### config.mk
export PLATFORM = sky130hd
export DESIGN_NAME = pmbus_vout_setpoint_regs
export DESIGN_NICKNAME = d
export VERILOG_FILES = /design/src/vout_setpoint_pkg.sv /design/src/pmbus_vout_setpoint_regs.sv
export VERILOG_INCLUDE_DIRS = /design/src /design/src/src
export SDC_FILE = /design/constraint.sdc
export NUM_CORES = 1
export LEC_CHECK = 0
export ABC_CLOCK_PERIOD_IN_PS = 9500
export BUFFER_PORTS_ARGS = -buffer_cell sky130_fd_sc_hd__buf_2
export CAP_MARGIN = 20
export CELL_PAD_IN_SITES_DETAIL_PLACEMENT = 1
export CELL_PAD_IN_SITES_GLOBAL_PLACEMENT = 1
export CORE_MARGIN = 3
export CORE_UTILIZATION = 48
export DETAILED_ROUTE_END_ITERATION = 8
export PLACE_DENSITY = 0.92
export SKIP_LAST_GASP = 1
export SLEW_MARGIN = 20
export SYNTH_ARGS = -nofsm -noshare
export SYNTH_HDL_FRONTEND = slang
export SYNTH_SLANG_ARGS = --single-unit
export TNS_END_PERCENT = 1
### constraint.sdc
create_clock -name ref_clk_in -period 9.5 [get_ports ref_clk_in]
set_input_delay 1.9 -clock ref_clk_in [delete_from_list [all_inputs] [get_ports ref_clk_in]]
set_output_delay 1.9 -clock ref_clk_in [all_outputs]
set_load 0.01 [all_outputs]
### src/vout_setpoint_consts.svh
// constants for the output-setpoint register bank: command codes, resets, field positions
// assumes a command-level register port from the bus front end
// Notes on behaviour
// - The mode query is one global read-only byte that always reads 40h, meaning direct format only.
// - The nominal target is 16-bit unsigned millivolts, resets to 900 mV, and drives the target when nominal is selected.
// - The trim is a 16-bit signed millivolt offset, resets to zero, is added to the target, and spans plus or minus 250 mV.
// - The ceiling is 16-bit unsigned millivolts, resets to 2300 mV, caps the target, and accepts 0 to 2850 mV.
// - The high margin is 16-bit unsigned millivolts, resets to 1600 mV, and is the target when margin high is selected.
// - The low margin is 16-bit unsigned millivolts, resets to 250 mV, and is the target when margin low is selected.
// - The slew register counts 100 uV/us units, resets to 10 mV/us, and sets how fast the target moves.
// - A written slew value stays inactive until the commit-settings command loads it into the active rate.
// - Every setting but the mode query is two bytes and kept per output page; writes reach the selected page, a read of FFh returns output 0's copy.
// - Page 00h selects output 0, 01h output 1, and FFh both outputs.
// - Run-control bits 5:4 pick nominal (00), margin low (01), margin high (10); 11 is unused.
// - Every transfer to or from these registers but the mode query carries a two-byte binary integer.
`ifndef VOUT_SETPOINT_CONSTS_SVH
`define VOUT_SETPOINT_CONSTS_SVH

`define CMD_FORMAT_QUERY   8'h20
`define CMD_NOMINAL        8'h21
`define CMD_OFFSET         8'h22
`define CMD_CEILING        8'h24
`define CMD_UPPER_MARGIN   8'h25
`define CMD_LOWER_MARGIN   8'h26
`define CMD_SLEW_RATE      8'h27
`define CMD_COMMIT         8'hE7

`define FORMAT_QUERY_VAL   8'h40
`define RST_NOMINAL        16'h0384
`define RST_OFFSET         16'h0000
`define RST_CEILING        16'h08FC
`define RST_UPPER_MARGIN   16'h0640
`define RST_LOWER_MARGIN   16'h00FA
`define RST_SLEW_RATE      16'h0064

`define OFFSET_SPAN_MV     16'h00FA
`define CEILING_SPAN_MV    16'h0B22

`define PAGE_OUT0          8'h00
`define PAGE_OUT1          8'h01
`define PAGE_BOTH          8'hFF

`define SRC_LSB            4
`define SRC_MSB            5

`endif

### src/vout_setpoint_pkg.sv
// types for the output-setpoint register bank
// assumes the constants header sits beside it
package vout_setpoint_pkg;
  typedef enum logic [1:0] {
    SRC_NOMINAL,
    SRC_MARGIN_LOW,
    SRC_MARGIN_HIGH,
    SRC_UNUSED
  } target_src_t;
endpackage

### src/pmbus_vout_setpoint_regs.sv
// per-page output-voltage setpoint registers with effective target computation
// assumes a bus front end that decodes frames into command-level strobes on ref_clk_in
`include "vout_setpoint_consts.svh"
`timescale 1ns/1ps
`default_nettype none

module pmbus_vout_setpoint_regs #(
  parameter int unsigned PAGES = 2
)(
  // clock and reset
  input  wire logic        ref_clk_in,
  input  wire logic        rst_b_in,
  // command port from bus front end
  input  wire logic        cmd_wr_in,
  input  wire logic        cmd_rd_in,
  input  wire logic [7:0]  cmd_code_in,
  input  wire logic [15:0] cmd_wdata_in,
  input  wire logic [7:0]  page_sel_in,
  output logic      [15:0] cmd_rdata_out,
  output logic             cmd_rvalid_out,
  output logic             cmd_hit_out,
  // run control source bits, one byte per page
  input  wire logic [7:0]  run_ctrl0_in,
  input  wire logic [7:0]  run_ctrl1_in,
  // regulation targets
  output logic      [15:0] target0_out,
  output logic      [15:0] target1_out,
  output logic      [15:0] slew0_out,
  output logic      [15:0] slew1_out
);

  logic rst_s1_q;
  logic rst_s2_q;

  always_ff @(posedge ref_clk_in or negedge rst_b_in)
  begin
    if (!rst_b_in)
    begin
      rst_s1_q <= 1'b0;
      rst_s2_q <= 1'b0;
    end
    else
    begin
      rst_s1_q <= 1'b1;
      rst_s2_q <= rst_s1_q;
    end
  end

  wire logic rst_n = rst_s2_q;

  // page decode; unknown page values reach no copy
  logic [PAGES-1:0] page_hit;
  always_comb
  begin
    page_hit = '0;
    case (page_sel_in)
      `PAGE_OUT0: page_hit = 2'b01;
      `PAGE_OUT1: page_hit = 2'b10;
      `PAGE_BOTH: page_hit = 2'b11;
      default:    page_hit = 2'b00;
    endcase
  end

  logic [15:0] nom_q   [PAGES];
  logic [15:0] ofs_q   [PAGES];
  logic [15:0] ceil_q  [PAGES];
  logic [15:0] mhi_q   [PAGES];
  logic [15:0] mlo_q   [PAGES];
  logic [15:0] slew_q  [PAGES];
  logic [15:0] act_q   [PAGES];
  logic [15:0] tgt_q   [PAGES];
  logic [7:0]  run_ctrl [PAGES];

  assign run_ctrl[0] = run_ctrl0_in;
  assign run_ctrl[1] = run_ctrl1_in;

  genvar g;
  generate
    for (g = 0; g < PAGES; g++)
    begin : page_g
      logic [15:0] nom_d;
      logic [15:0] ofs_d;
      logic [15:0] ceil_d;
      logic [15:0] mhi_d;
      logic [15:0] mlo_d;
      logic [15:0] slew_d;
      logic [15:0] act_d;
      logic [15:0] tgt_d;
      logic [15:0] src_val;
      logic signed [17:0] sum;
      logic        wr;
      vout_setpoint_pkg::target_src_t src;

      always_comb
      begin
        wr     = cmd_wr_in && page_hit[g];
        nom_d  = nom_q[g];
        ofs_d  = ofs_q[g];
        ceil_d = ceil_q[g];
        mhi_d  = mhi_q[g];
        mlo_d  = mlo_q[g];
        slew_d = slew_q[g];
        if (wr)
        begin
          case (cmd_code_in)
            `CMD_NOMINAL:      nom_d = cmd_wdata_in;
            // out-of-span trim or ceiling is dropped, old value kept
            `CMD_OFFSET:
            begin
              if ($signed(cmd_wdata_in) <= $signed(`OFFSET_SPAN_MV)
                  && $signed(cmd_wdata_in) >= -$signed(`OFFSET_SPAN_MV))
              begin
                ofs_d = cmd_wdata_in;
              end
            end
            `CMD_CEILING:
            begin
              if (cmd_wdata_in <= `CEILING_SPAN_MV)
              begin
                ceil_d = cmd_wdata_in;
              end
            end
            `CMD_UPPER_MARGIN: mhi_d = cmd_wdata_in;
            `CMD_LOWER_MARGIN: mlo_d = cmd_wdata_in;
            `CMD_SLEW_RATE:    slew_d = cmd_wdata_in;
            default:           nom_d = nom_q[g];
          endcase
        end
      end

      // active rate group; only the commit strobe moves it, so a
      // half-finished reprogramming never reaches the regulator
      always_comb
      begin
        act_d = act_q[g];
        if (wr && cmd_code_in == `CMD_COMMIT)
        begin
          act_d = slew_q[g];
        end
      end

      always_ff @(posedge ref_clk_in or negedge rst_n)
      begin
        if (!rst_n)
        begin
          act_q[g] <= `RST_SLEW_RATE;
        end
        else
        begin
          act_q[g] <= act_d;
        end
      end

      // target group: source pick, trim, clamp
      always_comb
      begin
        src     = vout_setpoint_pkg::target_src_t'(run_ctrl[g][`SRC_MSB:`SRC_LSB]);
        src_val = nom_q[g];
        case (src)
          vout_setpoint_pkg::SRC_NOMINAL:     src_val = nom_q[g];
          vout_setpoint_pkg::SRC_MARGIN_LOW:  src_val = mlo_q[g];
          vout_setpoint_pkg::SRC_MARGIN_HIGH: src_val = mhi_q[g];
          // unused code holds the nominal target rather than jumping
          default:                            src_val = nom_q[g];
        endcase
        // 18 bits so a full-scale source plus trim cannot wrap
        sum = $signed({2'b00, src_val}) + $signed({{2{ofs_q[g][15]}}, ofs_q[g]});
        // no floor here: a negative sum simply stops at zero
        if (sum < 0)
        begin
          tgt_d = 16'h0000;
        end
        else if (sum > $signed({2'b00, ceil_q[g]}))
        begin
          tgt_d = ceil_q[g];
        end
        else
        begin
          tgt_d = sum[15:0];
        end
      end

      // registered so the regulation loop sees one clean word per edge
      always_ff @(posedge ref_clk_in or negedge rst_n)
      begin
        if (!rst_n)
        begin
          tgt_q[g] <= `RST_NOMINAL;
        end
        else
        begin
          tgt_q[g] <= tgt_d;
        end
      end

      always_ff @(posedge ref_clk_in or negedge rst_n)
      begin
        if (!rst_n)
        begin
          nom_q[g]  <= `RST_NOMINAL;
          ofs_q[g]  <= `RST_OFFSET;
          ceil_q[g] <= `RST_CEILING;
          mhi_q[g]  <= `RST_UPPER_MARGIN;
          mlo_q[g]  <= `RST_LOWER_MARGIN;
          slew_q[g] <= `RST_SLEW_RATE;
        end
        else
        begin
          nom_q[g]  <= nom_d;
          ofs_q[g]  <= ofs_d;
          ceil_q[g] <= ceil_d;
          mhi_q[g]  <= mhi_d;
          mlo_q[g]  <= mlo_d;
          slew_q[g] <= slew_d;
        end
      end
    end
  endgenerate

  // read side: page FFh reads back output 0's copy
  logic [15:0] rdata_d;
  logic [15:0] rdata_q;
  logic        rvalid_d;
  logic        rvalid_q;
  logic        hit;
  int unsigned rp;

  // known-code flag, decoded apart from the read mux
  always_comb
  begin
    hit = 1'b1;
    case (cmd_code_in)
      `CMD_FORMAT_QUERY: hit = 1'b1;
      `CMD_NOMINAL:      hit = 1'b1;
      `CMD_OFFSET:       hit = 1'b1;
      `CMD_CEILING:      hit = 1'b1;
      `CMD_UPPER_MARGIN: hit = 1'b1;
      `CMD_LOWER_MARGIN: hit = 1'b1;
      `CMD_SLEW_RATE:    hit = 1'b1;
      `CMD_COMMIT:       hit = 1'b1;
      default:           hit = 1'b0;
    endcase
  end

  // read mux; data held between reads so a slow host can pick it up late
  always_comb
  begin
    rp       = (page_sel_in == `PAGE_OUT1) ? 1 : 0;
    rdata_d  = rdata_q;
    rvalid_d = cmd_rd_in;
    if (cmd_rd_in)
    begin
      case (cmd_code_in)
        `CMD_FORMAT_QUERY: rdata_d = {8'h00, `FORMAT_QUERY_VAL};
        `CMD_NOMINAL:      rdata_d = nom_q[rp];
        `CMD_OFFSET:       rdata_d = ofs_q[rp];
        `CMD_CEILING:      rdata_d = ceil_q[rp];
        `CMD_UPPER_MARGIN: rdata_d = mhi_q[rp];
        `CMD_LOWER_MARGIN: rdata_d = mlo_q[rp];
        `CMD_SLEW_RATE:    rdata_d = slew_q[rp];
        default:           rdata_d = 16'h0000;
      endcase
    end
  end

  always_ff @(posedge ref_clk_in or negedge rst_n)
  begin
    if (!rst_n)
    begin
      rdata_q  <= 16'h0000;
      rvalid_q <= 1'b0;
    end
    else
    begin
      rdata_q  <= rdata_d;
      rvalid_q <= rvalid_d;
    end
  end

  assign cmd_rdata_out  = rdata_q;
  assign cmd_rvalid_out = rvalid_q;
  assign cmd_hit_out    = hit;
  assign target0_out    = tgt_q[0];
  assign target1_out    = tgt_q[1];
  assign slew0_out      = act_q[0];
  assign slew1_out      = act_q[1];

endmodule

`default_nettype wire

# Word-level counts from Yosys, hierarchy flattened
# Index checks and enable logic that the tools add are counted.
[totals] regBits=275 inputBits=52 output_inout_bits=82 word_cells=92
[op_classes] n_addsub=2 order_cmp=8 eq_ne=14 muxes=28 n_bitwise=1 n_reduce_logical=19
[op_table] op="$mux W16" n=22
[op_table] op="$pmux W16 S7" n=1
[op_table] op="$pmux W16 S2" n=2
[op_table] op="$eq A8 B6 Y1 const B" n=7
[op_table] op="$add A17 B16 Y18" n=2
[op_table] op="$gt A18 B17 Y1" n=2
[op_table] op="$lt A18 B1 Y1 const B" n=2
[op_table] op="$ge A33 B2 Y1 const B" n=1
[op_table] op="$not A1 Y33" n=1
[op_table] op="$eq A8 B8 Y1 const B" n=2
[op_table] op="$ge A16 B9 Y1 const B" n=1
[op_table] op="$le A16 B12 Y1 const B" n=1
[op_table] op="$le A16 B9 Y1 const B" n=1
[op_table] op="$reduce_and A2 Y1" n=8
[op_table] op="$reduce_and A3 Y1" n=4
[op_table] op="$eq A8 B1 Y1 const B" n=1
[op_table] op="$logic_not A8 Y1" n=1
[op_table] op="$reduce_or A8 Y1" n=1
[op_table] op="$pmux W2 S3" n=1
[op_table] op="$logic_and A1 B1 Y1" n=5
[op_table] op="$eq A2 B1 Y1 const B" n=2
[op_table] op="$eq A2 B2 Y1 const B" n=2
[op_table] op="$mux W1" n=2

# Depth between registers and ports, before layout
[depth] word_depth=7 depth_mapped=25 ltp_nobuf=22

# Worst setup path before layout
# Ideal clock, no wire load.
[synth_timing] path_type="input port to flip-flop" startpoint="input port run_ctrl1_in[4]" endpoint="register tgt_q, in the netlist target1_out[5]" setup_time_ns=0.121 arrival_ns=6.315 required_time_ns=9.379 path_slack_ns=3.064 stages=23 n_path_buf=3 cell_sequence="inv_1 ha_1 clkbuf_1 clkbuf_1 a22oi_1 o21ai_0 ha_1 a21o_1 a21oi_1 o21ai_0 a2111oi_1 nor2_1 xnor2_1 ha_1 a21oi_1 nor2b_1 o21ai_0 a21oi_1 a211o_1 a21boi_0 o22ai_2 buf_2 a22o_1"
[synth_between] elab_chain_len=6 elab_cells_between_ends=8 classes_between="add/sub: 1; order compare: 2; eq/ne: 2; mux: 3"
[synth_lines] item="start: declaration" line="pmbus_vout_setpoint_regs.sv:24" rtl="input wire logic [7:0] run_ctrl1_in,"
[synth_lines] item="$eq A2 B2 Y1 / $eq A2 B1 Y1 (equally long branches)" line="pmbus_vout_setpoint_regs.sv:159" rtl="case (src)"
[synth_lines] item="$pmux W16 S2 *" line="pmbus_vout_setpoint_regs.sv:159"
[synth_lines] item="$add A17 B16 Y18 *" line="pmbus_vout_setpoint_regs.sv:167" rtl="sum = $signed({2'b00, src_val}) + $signed({{2{ofs_q[g][15]}}, ofs_q[g]});"
[synth_lines] item="$gt A18 B17 Y1" line="pmbus_vout_setpoint_regs.sv:173" rtl="else if (sum > $signed({2'b00, ceil_q[g]}))"
[synth_lines] item="$mux W16" line="pmbus_vout_setpoint_regs.sv:173"
[synth_lines] item="$mux W16 *" line="pmbus_vout_setpoint_regs.sv:169" rtl="if (sum < 0)"
[synth_lines] item="named net page_g[1].tgt_d[5]" line="pmbus_vout_setpoint_regs.sv:88" rtl="logic [15:0] tgt_d;"
[synth_lines] item="end signal: indexed assignment" line="pmbus_vout_setpoint_regs.sv:188" rtl="tgt_q[g] <= `RST_NOMINAL;"
[synth_lines] item="end signal: indexed assignment" line="pmbus_vout_setpoint_regs.sv:192" rtl="tgt_q[g] <= tgt_d;"
[synth_lines] item="end: declaration" line="pmbus_vout_setpoint_regs.sv:71" rtl="logic [15:0] tgt_q [PAGES];"
# Mark *: on every way through the listed nets, which the timed path passes. The rest lies on a longest branch.
# A chain may end at the register's enable or synchronous reset.

# Final worst setup path
[layout_timing] startpoint="input port run_ctrl1_in[4]" endpoint="register tgt_q, in the netlist target1_out[9]"
# The elaborated chain is that of the path after synthesis.

==> flow_metrics.tcl <==
set metrics [dict create \
    leakagePower_nw 8.251 \
    rsz0062_at_grt "false" \
    fin_setup_tns_ns 0 \
    status "finished, final reports clean" \
    grt_use_met2_pct 48.99 \
    dieWidth_um 182.0 \
    place.gp.congestion 0.8850 \
    area_growth_syn_to_layout_pct 13.32 \
    clkTransAtPathRegs_ns 0.06 \
    required_ns 10.00 \
    use_met1_pct 36.60 \
    initial_core_util_pct 49.39 \
    power.density_mw_per_mm2 151.2 \
    critPathMaxFanout 16 \
    end_kind "flip-flop" \
    wire_per_inst_um 27.23 \
    htreeDepth 1 \
    p_switching_mw 0.5864 \
    ios 134 \
    drt_wl_total_um 50000 \
    cp_cell_sequence "buf_2, inv_1, ha_1, buf_4, a22oi_1, o21ai_0, ha_1, a21o_1, a21oi_1, o21ai_0, a2111oi_1, nor2_1, a21oi_1, xnor2_1, ha_1, nand4_1, nor2_1, nand4b_1, a2111oi_0, a31o_2, a22o_1" \
    tightest_slew_ns 1.132 \
    period_share_pct 79.76 \
    cts_resized 0 \
    fmax_mhz 132.0 \
    cts-buffers-inserted 31 \
    synthFlopType "dfrtp_1" \
    setup_viol 0 \
    avgViaCountPerCell 6.462 \
    intPower_mw 1.962 \
    p_clk_share_pct 50.4 \
    synth_area_mm2 0.01487 \
    holdBufCountCts 0 \
    busiest_layer "met2" \
    drive_above_1_share_pct 31.05 \
    gr-total-overflow 0 \
    placeableCoreArea_mm2 0.03011 \
    ys_warn_count 0 \
    synth-edff-count 0 \
    timing.final.hold_violations 0 \
    layout_setup_ws_ns 1.923 \
    place_ws_ns 1.611 \
    track_usage_pct 29.28 \
    ir_drop_v 0.0001390 \
    avgSynthCellArea_um2 11.17 \
    tritoncts "done" \
    synth_nets 1456 \
    crit_top_cell "ha_1" \
    cp.arrival_ns 8.08 \
    groute.layer.met3.usage_pct 7.492 \
    maxSlewHeadroom_pct 24.36 \
    drtIter0Drc 845 \
    cts_sinks 275 \
    slowest_delay_ns 0.90 \
    numPortBuffers 121 \
    p_seq_share_pct 46.2 \
    hp-class "reg2reg" \
    vias 11870 \
    yosys_register_bits 275 \
    fp.dieArea_mm2 0.03313 \
    grt_pass1_wl_um 76000 \
    num-fill-cells 3176 \
    maxCapViolations 0 \
    grt_max_degree 79 \
    dr.pass1.iters 7 \
    num_antenna_cells 0 \
    p_total_mw 2.549 \
    num_rows 63 \
    dp_hpwl_um 33260 \
    drt.antenna.violating_nets 0 \
    switching_share_pct 23.01 \
    ctsRootBufferMaster "clkbuf_16" \
    post_cts_buffers 0 \
    fp.dieH_um 182.0 \
    yosysUniqueCellTypes 63 \
    cts_buffer_depth 3 \
    finClkSkew_ns 0.01225 \
    min_period_ns 7.577 \
    slew_violations 0 \
    antenna_found_initial 1 \
    p_comb_share_pct 3.3 \
    async_flop_share_pct 100.0 \
    drc_errors 0 \
    start_kind "input pin" \
    synthCells 1332 \
    cp_slowest_cell "a2111oi_1" \
    critical_path_class "in2reg" \
    grt_pass1_vias 12810 \
    clk_latency_ns 0.59 \
    seq_area_frac_synth_pct 46.77 \
    nets 1546 \
]
## placed cells by master, fill, tap and decap left out, drive strengths merged, types with 9 or more instances in the layout
master	n
a22oi	33
dfstp	60
a22o	32
a211oi	9
o21ai	67
a21o	29
dfrtp	215
mux2	189
nand3	11
o22ai	64
nor2	43
nand2	83
inv	72
clkbuf	47
buf	134
nand4	11
ha	70
xnor2	18
a21oi	53
o21bai	9
mux2i	78
nor3	25
## flip-flops by register name (all words and copies together) (netlist names)
name / cells
ceil_q: 32
cmd_rdata_out: 16
cmd_rvalid_out: 1
mhi_q: 32
mlo_q: 32
nom_q: 32
ofs_q: 32
rst_n: 1
rst_s1_q: 1
slew0_out: 16
slew1_out: 16
slew_q: 32
target0_out: 16
target1_out: 16
## per-layer routing
metal,up-vias,wire length (um)
met1,6096,19750
met4,2,2067
met3,159,4354
met5,-,13
li1,5052,-
met2,556,23820
## critical path, delay by kind of cell
kind,cells,cell delay (ns)
buffers and inverters,3,0.46
xor gates and xnor gates,1,0.12
adders and majority gates,3,1.28
AOI/OAI and AO/OA,10,3.55
and+or+nand+nor,4,0.76
## synth_stat cells, drive strengths merged, types with 14 or more instances
| cell type | number | area share (%) |
|---|---|---|
| nor3 | 25 | 0.92 |
| o22ai | 64 | 2.7 |
| a22oi | 33 | 1.7 |
| a21o | 29 | 1.5 |
| a22o | 32 | 1.9 |
| clkbuf | 63 | 1.6 |
| inv | 71 | 1.8 |
| xnor2 | 18 | 1.1 |
| a21oi | 53 | 1.8 |
| o21ai | 67 | 2.3 |
| dfstp | 60 | 11 |
| nand2 | 83 | 2.2 |
| mux2i | 78 | 5.2 |
| dfrtp | 215 | 36 |
| ha | 70 | 5.9 |
| nor2 | 43 | 1.1 |
| buf | 14 | 0.55 |
| mux2 | 189 | 15 |
## cell type report
cell class              instances  area (um2)  area share [%]
clock buffers                  47       915.9           5.434
inverters                      71       266.5           1.581
well taps                     390       488.0           2.895
repair buffers                134       703.2           4.172
multi-input cells             909        7346           43.59
clock inverters                10       173.9           1.032
flip-flops and latches        275        6960           41.30
## path summary, 6_finish.rpt
path	from	to	slack (ns)	cells after the start
setup / recovery	run_ctrl1_in[4]	target1_out[9]	1.92	21
max in group asynchronous	rst_n	target1_out[14]	6.78	2
hold reg to reg	rst_s1_q	rst_n	0.35	0
setup reg to reg	mlo_q[1]	target1_out[9]	3.78	17
min in group asynchronous	rst_n	slew_q[4]	0.37	0
hold / removal	rst_s1_q	rst_n	0.35	0
## power by group through the flow
stage	Sequential [mW]	Combinational [mW]	Clock [mW]
2_1_floorplan	1.21	0.0278	0
3_3_place_gp	1.20	0.0764	0
3_5_place_dp	1.20	0.0805	0
4_1_cts	1.18	0.0822	1.30
5_1_grt	1.18	0.0887	1.34
6_report	1.18	0.0843	1.29
## per-stage QoR
step | instance area, um2 | utilization (%) | cells | hold WS (ns)
3_3_place_gp | 15750 | 52.32 | 1779 | 0.3388
3_5_place_dp | 15760 | 52.35 | 1779 | 0.3372
4_1_cts | 16850 | 55.97 | 1836 | 0.3504
2_1_floorplan | 14870 | - | 1332 | 0.3312
5_1_grt | 16850 | 55.97 | 1836 | 0.3533
6_report | 16850 | 55.97 | 1836 | 0.3484
## cells by family after synthesis
group,after synthesis,share of synthesized area (%)
adder cells (fa/ha/maj),72,6.158
other,1,0.02521
flip-flops,275,46.77
XOR/XNOR,22,1.296
multiplexers,267,20.06
AND/OR/NAND/NOR,215,6.974
AO/OA/AOI/OAI,332,14.78
buffers and inverters,148,3.929
Power figures use the tool's default switching activity.
